## src/rtl/cmxm_pkg.sv

```systemverilog
/*
 Package for the message-interface transfer mask block: mask bit positions,
 message-control field positions, widths, reset values and transfer states.
 Assumes a single clock domain and one message object per transfer.
*/
package cmxm_pkg;
    localparam int CTRL_W            = 16;
    localparam int OBJ_NUM_W         = 6;
    localparam int MASK_W            = 8;
    // Command mask bit positions
    localparam int MASK_CONTROL_BIT  = 4;
    localparam int MASK_CLR_IRQ_BIT  = 3;
    localparam int MASK_NEW_DATA_FLAG_BIT   = 2;
    // Message-control field positions
    localparam int MCTL_NEW_DATA_FLAG_BIT   = 15;
    localparam int MCTL_IRQ_PEND_BIT = 13;
    localparam int MCTL_TXRQ_BIT     = 8;
    localparam logic [15:0] MCTL_RESET = 16'h0000;
    localparam logic [7:0]  MASK_RESET = 8'h00;
    localparam logic [5:0]  OBJ_RESET  = 6'h00;

    typedef enum logic [1:0] {
        CMXM_IDLE  = 2'b00,
        CMXM_READ  = 2'b01,
        CMXM_WRITE = 2'b10,
        CMXM_DONE  = 2'b11
    } cmxm_state_t;
endpackage

```

## src/rtl/cmxm_transfer_mask.sv

```systemverilog
/*
 Transfer-mask logic between the message interface registers and message RAM.
 Handles control-bit transfer, interrupt-pending clear and new-data/transmit
 request per transfer direction. Assumes a synchronous RAM with one-cycle read
 latency and same-clock software-side control ports.
*/
`timescale 1ns/1ps
module cmxm_transfer_mask (
    input  wire logic                            mclk,
    input  wire logic                            rst_n,
    input  wire logic                            clk_en,
    input  wire logic                            start,
    input  wire logic                            write_not_read,
    input  wire logic [cmxm_pkg::MASK_W-1:0]     transfer_mask,
    input  wire logic [cmxm_pkg::OBJ_NUM_W-1:0]  object_num,
    input  wire logic [cmxm_pkg::CTRL_W-1:0]     if_message_control_reg,
    input  wire logic [cmxm_pkg::CTRL_W-1:0]     ram_rdata,
    output logic                                 busy,
    output logic      [cmxm_pkg::CTRL_W-1:0]     if_ctrl_result,
    output logic                                 if_ctrl_result_valid,
    output logic                                 ram_rd,
    output logic                                 ram_wr,
    output logic      [cmxm_pkg::OBJ_NUM_W-1:0]  ram_addr,
    output logic      [cmxm_pkg::CTRL_W-1:0]     ram_wdata
);
    import cmxm_pkg::*;

    cmxm_state_t          state_ff,  nxt_state;
    logic [MASK_W-1:0]    mask_ff,   nxt_mask;
    logic                 wr_ff,     nxt_wr;
    logic [OBJ_NUM_W-1:0] obj_ff,    nxt_obj;
    logic [CTRL_W-1:0]    req_ff,    nxt_req;
    logic [CTRL_W-1:0]    result_ff, nxt_result;
    logic                 rvalid_ff, nxt_rvalid;
    logic                 rd_ff,     nxt_rd;
    logic                 wen_ff,    nxt_wen;
    logic [CTRL_W-1:0]    wdata_ff,  nxt_wdata;
    logic [CTRL_W-1:0]    merged;
    logic                 take;
    logic                 act;

    // Modify the fetched word so untouched fields are preserved in RAM
    always_comb begin
        merged = ram_rdata;
        if (wr_ff) begin
            if (mask_ff[MASK_CONTROL_BIT]) begin
                merged = req_ff;
            end
            if (mask_ff[MASK_CLR_IRQ_BIT]) begin
                merged[MCTL_IRQ_PEND_BIT] = 1'b0;
            end else begin
                merged[MCTL_IRQ_PEND_BIT] = ram_rdata[MCTL_IRQ_PEND_BIT];
            end
            if (mask_ff[MASK_NEW_DATA_FLAG_BIT]) begin
                merged[MCTL_TXRQ_BIT] = 1'b1;
            end
        end else begin
            if (mask_ff[MASK_CLR_IRQ_BIT]) begin
                merged[MCTL_IRQ_PEND_BIT] = 1'b0;
            end
            if (mask_ff[MASK_NEW_DATA_FLAG_BIT]) begin
                merged[MCTL_NEW_DATA_FLAG_BIT] = 1'b0;
            end
        end
    end

    // Start is refused while busy
    assign take = (state_ff == CMXM_IDLE) && start;
    // RAM word is only valid once the fetch strobe has gone
    assign act  = ((state_ff == CMXM_READ) || (state_ff == CMXM_WRITE)) && !rd_ff;

    // Sequence; the fetch cycle waits out the RAM read latency
    always_comb begin
        nxt_state = state_ff;
        case (state_ff)
            CMXM_IDLE: begin
                if (start) begin
                    nxt_state = write_not_read ? CMXM_WRITE : CMXM_READ;
                end
            end
            CMXM_READ: begin
                if (!rd_ff) begin
                    nxt_state = CMXM_DONE;
                end
            end
            CMXM_WRITE: begin
                if (!rd_ff) begin
                    nxt_state = CMXM_DONE;
                end
            end
            CMXM_DONE: begin
                nxt_state = CMXM_IDLE;
            end
            default: begin
                nxt_state = CMXM_IDLE;
            end
        endcase
    end

    always_ff @(posedge mclk or negedge rst_n) begin
        if (!rst_n) begin
            state_ff <= CMXM_IDLE;
        end else if (clk_en) begin
            state_ff <= nxt_state;
        end
    end

    // Settings are sampled only at start, so late changes are harmless
    always_comb begin
        nxt_mask = mask_ff;
        nxt_wr   = wr_ff;
        nxt_obj  = obj_ff;
        nxt_req  = req_ff;
        if (take) begin
            nxt_mask = transfer_mask;
            nxt_wr   = write_not_read;
            nxt_obj  = object_num;
            nxt_req  = if_message_control_reg;
        end
    end

    always_ff @(posedge mclk or negedge rst_n) begin
        if (!rst_n) begin
            mask_ff <= MASK_RESET;
            wr_ff   <= 1'b0;
            obj_ff  <= OBJ_RESET;
            req_ff  <= MCTL_RESET;
        end else if (clk_en) begin
            mask_ff <= nxt_mask;
            wr_ff   <= nxt_wr;
            obj_ff  <= nxt_obj;
            req_ff  <= nxt_req;
        end
    end

    // Copy taken before clearing, so old status is reported
    always_comb begin
        nxt_result = result_ff;
        nxt_rvalid = 1'b0;
        if (act && !wr_ff) begin
            if (mask_ff[MASK_CONTROL_BIT]) begin
                nxt_result = ram_rdata;
            end else begin
                nxt_result[MCTL_IRQ_PEND_BIT] = ram_rdata[MCTL_IRQ_PEND_BIT];
                nxt_result[MCTL_NEW_DATA_FLAG_BIT]   = ram_rdata[MCTL_NEW_DATA_FLAG_BIT];
            end
            nxt_rvalid = 1'b1;
        end
    end

    always_ff @(posedge mclk or negedge rst_n) begin
        if (!rst_n) begin
            result_ff <= MCTL_RESET;
            rvalid_ff <= 1'b0;
        end else if (clk_en) begin
            result_ff <= nxt_result;
            rvalid_ff <= nxt_rvalid;
        end
    end

    // Read-back skips the RAM write unless something must be cleared
    always_comb begin
        nxt_rd    = take;
        nxt_wen   = 1'b0;
        nxt_wdata = wdata_ff;
        if (act) begin
            if (wr_ff) begin
                nxt_wen = 1'b1;
            end else begin
                nxt_wen = mask_ff[MASK_CLR_IRQ_BIT] | mask_ff[MASK_NEW_DATA_FLAG_BIT];
            end
            nxt_wdata = merged;
        end
    end

    always_ff @(posedge mclk or negedge rst_n) begin
        if (!rst_n) begin
            rd_ff    <= 1'b0;
            wen_ff   <= 1'b0;
            wdata_ff <= MCTL_RESET;
        end else if (clk_en) begin
            rd_ff    <= nxt_rd;
            wen_ff   <= nxt_wen;
            wdata_ff <= nxt_wdata;
        end
    end

    assign busy                 = (state_ff != CMXM_IDLE);
    assign if_ctrl_result       = result_ff;
    assign if_ctrl_result_valid = rvalid_ff;
    assign ram_rd               = rd_ff;
    assign ram_wr               = wen_ff;
    assign ram_addr             = obj_ff;
    assign ram_wdata            = wdata_ff;
endmodule

```

## config.mk

```make
export PLATFORM = sky130hd
export DESIGN_NAME = cmxm_transfer_mask
export DESIGN_NICKNAME = d
export VERILOG_FILES = /design/src/rtl/cmxm_pkg.sv /design/src/rtl/cmxm_transfer_mask.sv
export SDC_FILE = /design/constraint.sdc
export NUM_CORES = 1
export LEC_CHECK = 0
export ABC_AREA = 1
export BUFFER_PORTS_ARGS = -buffer_cell sky130_fd_sc_hd__buf_2
export CAP_MARGIN = 20
export CORE_MARGIN = 2
export CORE_UTILIZATION = 50
export CTS_BUF_LIST = sky130_fd_sc_hd__clkbuf_16
export DETAILED_ROUTE_END_ITERATION = 7
export PLACE_DENSITY_LB_ADDON = 0.05
export SYNTH_ARGS = -nofsm -noshare
export SYNTH_HDL_FRONTEND = slang
export SYNTH_SLANG_ARGS = --single-unit
```

## constraint.sdc

```tcl
create_clock -name mclk -period 2.3 [get_ports mclk]
set_input_delay 0.23 -clock mclk [delete_from_list [all_inputs] [get_ports mclk]]
set_output_delay 0.23 -clock mclk [all_outputs]
set_load 0.02 [all_outputs]
```

======== After elaboration in Yosys (flattened, before gate mapping) ========
Index checks and enable logic that the tools add are counted.
storage, ports and cells
  register bits after elaboration ......... 65
  latch bits .............................. 0
  memory bits (writable) .................. 0
  bits in read-only memories .............. 0
  input port bits ......................... 51
  output and inout bits ................... 42
  word-level logic and storage cells ...... 45
  memories ................................ 0
cells by class
  $add $sub $neg .......................... 0
  multipliers ............................. 0
  divide/modulo/power cells ............... 0
  $lt $le $gt $ge ......................... 0
  eq/ne operators ......................... 5
  shift operators ......................... 0
  mux-type cells .......................... 14
  bitwise gates (word level) .............. 1
  reductions and logical operators ........ 14
operator list
  operator                                       number
  two-way mux 16 bit                             1
  two-way mux 13 bit                             1
  two-way mux 1 bit                              8
  two-way mux 2 bit                              3
  one-hot mux 2 bit (3 select lines)             1
  AND reduction 2 bit                            3
  AND reduction 3 bit                            2
  == test 2 bit, second input constant           2
  inequality test 2 bit, second input constant   2
  logical AND 1 bit                              3
  == test 2 x 1 -> 1 bit, second input constant  1
  logical NOT 1 bit                              2
  logical NOT 2 bit                              1
  nonzero test 2 bit                             1
  OR reduction 2 bit                             1
  logical OR 1 bit                               1
  OR 1 bit                                       1

======== Depth between registers and ports, before layout ========
  word-level depth ........................ 5
  mapped depth ............................ 8
  mapped depth without buffers ............ 7

======== Worst setup path after synthesis ========
OpenSTA, ideal clock, no wires.
  kind .................................... register to register
  start point ............................. register state_ff[0]
  end point ............................... register result_ff[10] (netlist: if_ctrl_result[10])
  setup time .............................. 0.117 ns
  arrival ................................. 1.265 ns
  data required time ...................... 2.183 ns
  path slack .............................. 0.918 ns
  cell stages (with the launch flop) ...... 9
  buffers on the path ..................... 1
  period minus slack after synthesis ...... 1.382 ns
  path through ............................ dfrtp_1 inv_1 ha_1 nand2_1 nor2_4 nand3b_4 buf_6 nand2_1 nand2_1
on the way
  cells in the longest elaborated chain, start to end .. 5
  elaborated cells on any way between the ends .. 6
  classes of those cells .................. 2 x eq/ne; 4 x reduce/logical
ends and longest elaborated chain
  item                                                            RTL line                   text
  start: declaration                                              cmxm_transfer_mask.sv:28   cmxm_state_t state_ff, nxt_state;
  start signal: assignment                                        cmxm_transfer_mask.sv:104  state_ff <= nxt_state;
  == test 2 x 1 -> 1 bit / == test 2 bit (equally long branches)  cmxm_transfer_mask.sv:70   assign act = ((state_ff == CMXM_READ) || (state_ff == CMXM_WRITE)) && !rd_ff;
  logical OR 1 bit *                                              cmxm_transfer_mask.sv:70
  logical AND 1 bit *                                             cmxm_transfer_mask.sv:70
  logical AND 1 bit *                                             cmxm_transfer_mask.sv:140  if (act && !wr_ff) begin
  AND reduction 3 bit (no line) *                                 -
  end signal: assignment                                          cmxm_transfer_mask.sv:156  result_ff <= nxt_result;
  end: declaration                                                cmxm_transfer_mask.sv:33   logic [CTRL_W-1:0] result_ff, nxt_result;
Mark *: on every way between the ends. The rest lies on a longest branch, timed or not.
A chain may end at the register's enable or synchronous reset.

======== Worst setup path in the final report ========
  start point ............................. register state_ff[1]
  end point ............................... register result_ff[1] (netlist: if_ctrl_result[1])
The elaborated chain is that of the path after synthesis.

==> out/results.ini <==
[cts]
clkSlewWorstSetupHoldPaths_ps=50
h-tree-depth=3
cts_tree=yes
ctsHoldBuffers=1
cts_buffers=9
cts_setup_buffers=0
cts.repair.resized=0
clock_sinks=62
cts_buffer_depth=2
cts-root-buf=clkbuf_16
insertion_delay_ps=320

[routing]
via_count=2236
drc=0
first_pass_iters=4
first_iter_violations=84
vias_per_cell=4.77
drt_wl_total_um=5940
wl_per_cell_um=12.7
postRouteAntennaNets=0

[placement]
io_buffers=86
routabilityCongestion=0.814
pre_cts_ws_ps=497
dp_hpwl_um=4170

[layout]
insertedDiodeCount=0
post_route_cells_drive_above_1_share=0.276
utilization=0.676
final_common_cell=nand2_1
syn_to_final_growth_pct=28.7
final_nets=447
layout_common_cells=88 x nand2_1, 86 x buf_2, 62 x dfrtp_1

[power]
irDropWorstVdd_v=0.000738
power_frac_clock=0.245
power_frac_comb=0.380
internal-power_uw=3140
switching_power_uw=2020
swShare=0.391
p_leak_uw=0.00191
power_frac_seq=0.375
p_total_uw=5160
power_density_mw_per_mm2=1480

[timing]
fmax_mhz=548
rsz0062_at_grt=false
relSlewSlack=0.550
tightest_slew_ps=676
post-route-period-util=0.794
slew_violations=0
hold_violations=0
final.setup.tns_ps=0
setup_ws_ps=475
period_needed_ps=1830
clock_skew_ps=4.38
holdWs_ps=142
setup_viol=0

[min_path]
hold_path_class=input port to flop

[synth]
synth-seq-cells=62
synth_seq_area_share=0.571
async_flop_share=1.00
syn_nets=361
syn-instance-count=308
ys_types=19
synth_enable_flop_cells=0
ys_dominant_reg_cell=dfrtp_1
netlist_area_mm2=0.00272
synth_area_per_cell_um2=8.82
yosys_warnings=0

[global_route]
first_global_vias=2193
grt_max_degree=52
antenna_found_initial=0
grtUsageTotal=0.221
overflow=0
grt_first_pass_wirelength_um=10300

[worst_setup_path]
worstSetupEndpointType=flop
crit_arrival_ps=2030
path_class=flop to flop
start_kind=flop
crit_fanout=17
crit_required_ps=2500

[flow_run]
maxCapViolCount=0

[floorplanning]
boundaryPins=93
die_y_um=77.7
core-area_mm2=0.00517
die_w_um=77.7
start_util=0.525
die-area_mm2=0.00604
rows=26

[outcome]
run_status=finished clean

==> per-stage QoR <==
| stage | cells | instance area, um2 |
|---|---|---|
| after CTS | 469 | 3500 |
| after detailed placement | 452 | 3200 |
| final | 469 | 3500 |
| after floorplan | 308 | 2720 |
| after global placement | 452 | 3200 |
| after global routing | 469 | 3500 |
==> power by group through the flow <==
| stage | Combinational (uW) | Clock (uW) | Sequential [uW] |
|---|---|---|---|
| 2_1_floorplan | 1020 | 0 | 2270 |
| 3_3_place_gp | 1910 | 0 | 1930 |
| 3_5_place_dp | 1960 | 0 | 1950 |
| 4_1_cts | 1990 | 1290 | 1940 |
| 5_1_grt | 2190 | 1340 | 2020 |
| 6_report | 1960 | 1270 | 1940 |
==> cell usage after synthesis, drive strengths merged (2+ instances only) <==
| master | count | area, um2 |
|---|---|---|
| ha | 2 | 25.0 |
| inv | 35 | 131 |
| nand3b | 2 | 27.5 |
| nand3 | 44 | 225 |
| nand2 | 88 | 330 |
| o21a | 14 | 105 |
| buf | 11 | 76.3 |
| nor2 | 12 | 60.1 |
| o21ai | 29 | 145 |
| dfrtp | 62 | 1550 |
| clkbuf | 6 | 22.5 |
==> critical path: stages, from the launching register on <==
cell	delay (ps)
dfrtp_1	360
inv_1	60
ha_1	350
nand2_1	110
nor2_4	370
nand3b_4	260
nand2_1	120
nand2_1	70
==> cells by family (layout without fill, tap and decap cells) <==
logic type	after synthesis	in the layout	synth area share
and+or+nand+nor	147	147	0.239
AOI/OAI and AO/OA	45	45	0.0963
DFF	62	62	0.571
adders and majority gates	2	2	0.00921
buffers and inverters	52	143	0.0848
==> layout make-up <==
cell class                 instances  area (um2)
clock inverter                     7        57.6
sequential                        62        1550
inverter                          35         131
fill                             453        1680
tap                               70        87.6
multi-input combinational        194         940
clock buffer                       9         225
timing repair buffer              92         503
==> state kept, by name, summed over array words and instances (netlist names) <==
register              flops
if_ctrl_result           16
state_ff                  2
mask_ff                   3
ram_wr                    1
wr_ff                     1
ram_wdata                16
req_ff                   15
if_ctrl_result_valid      1
ram_rd                    1
ram_addr                  6
==> per-layer routing <==
layer	track usage	routed length (um)	vias to the layer above
met5	0	0	-
met4	0.102	140	0
met3	0.0453	389	12
met2	0.315	2550	83
met1	0.324	2860	986
li1	-	-	1155
==> final timing paths <==
path / startpoint / endpoint / slack [ps] / depth (start not counted)
worst min-delay path: ram_rdata[13] / if_ctrl_result[13] / 140 / 3
worst max-delay path: state_ff[1] / if_ctrl_result[1] / 470 / 7
worst max register to register: state_ff[1] / if_ctrl_result[1] / 470 / 7
worst min register to register: if_ctrl_result[9] / if_ctrl_result[9] / 460 / 2
min in group asynchronous: rst_n / state_ff[0] / 480 / 2
max in group asynchronous: rst_n / ram_wdata[3] / 1210 / 3
Power figures use the tool's default switching activity.
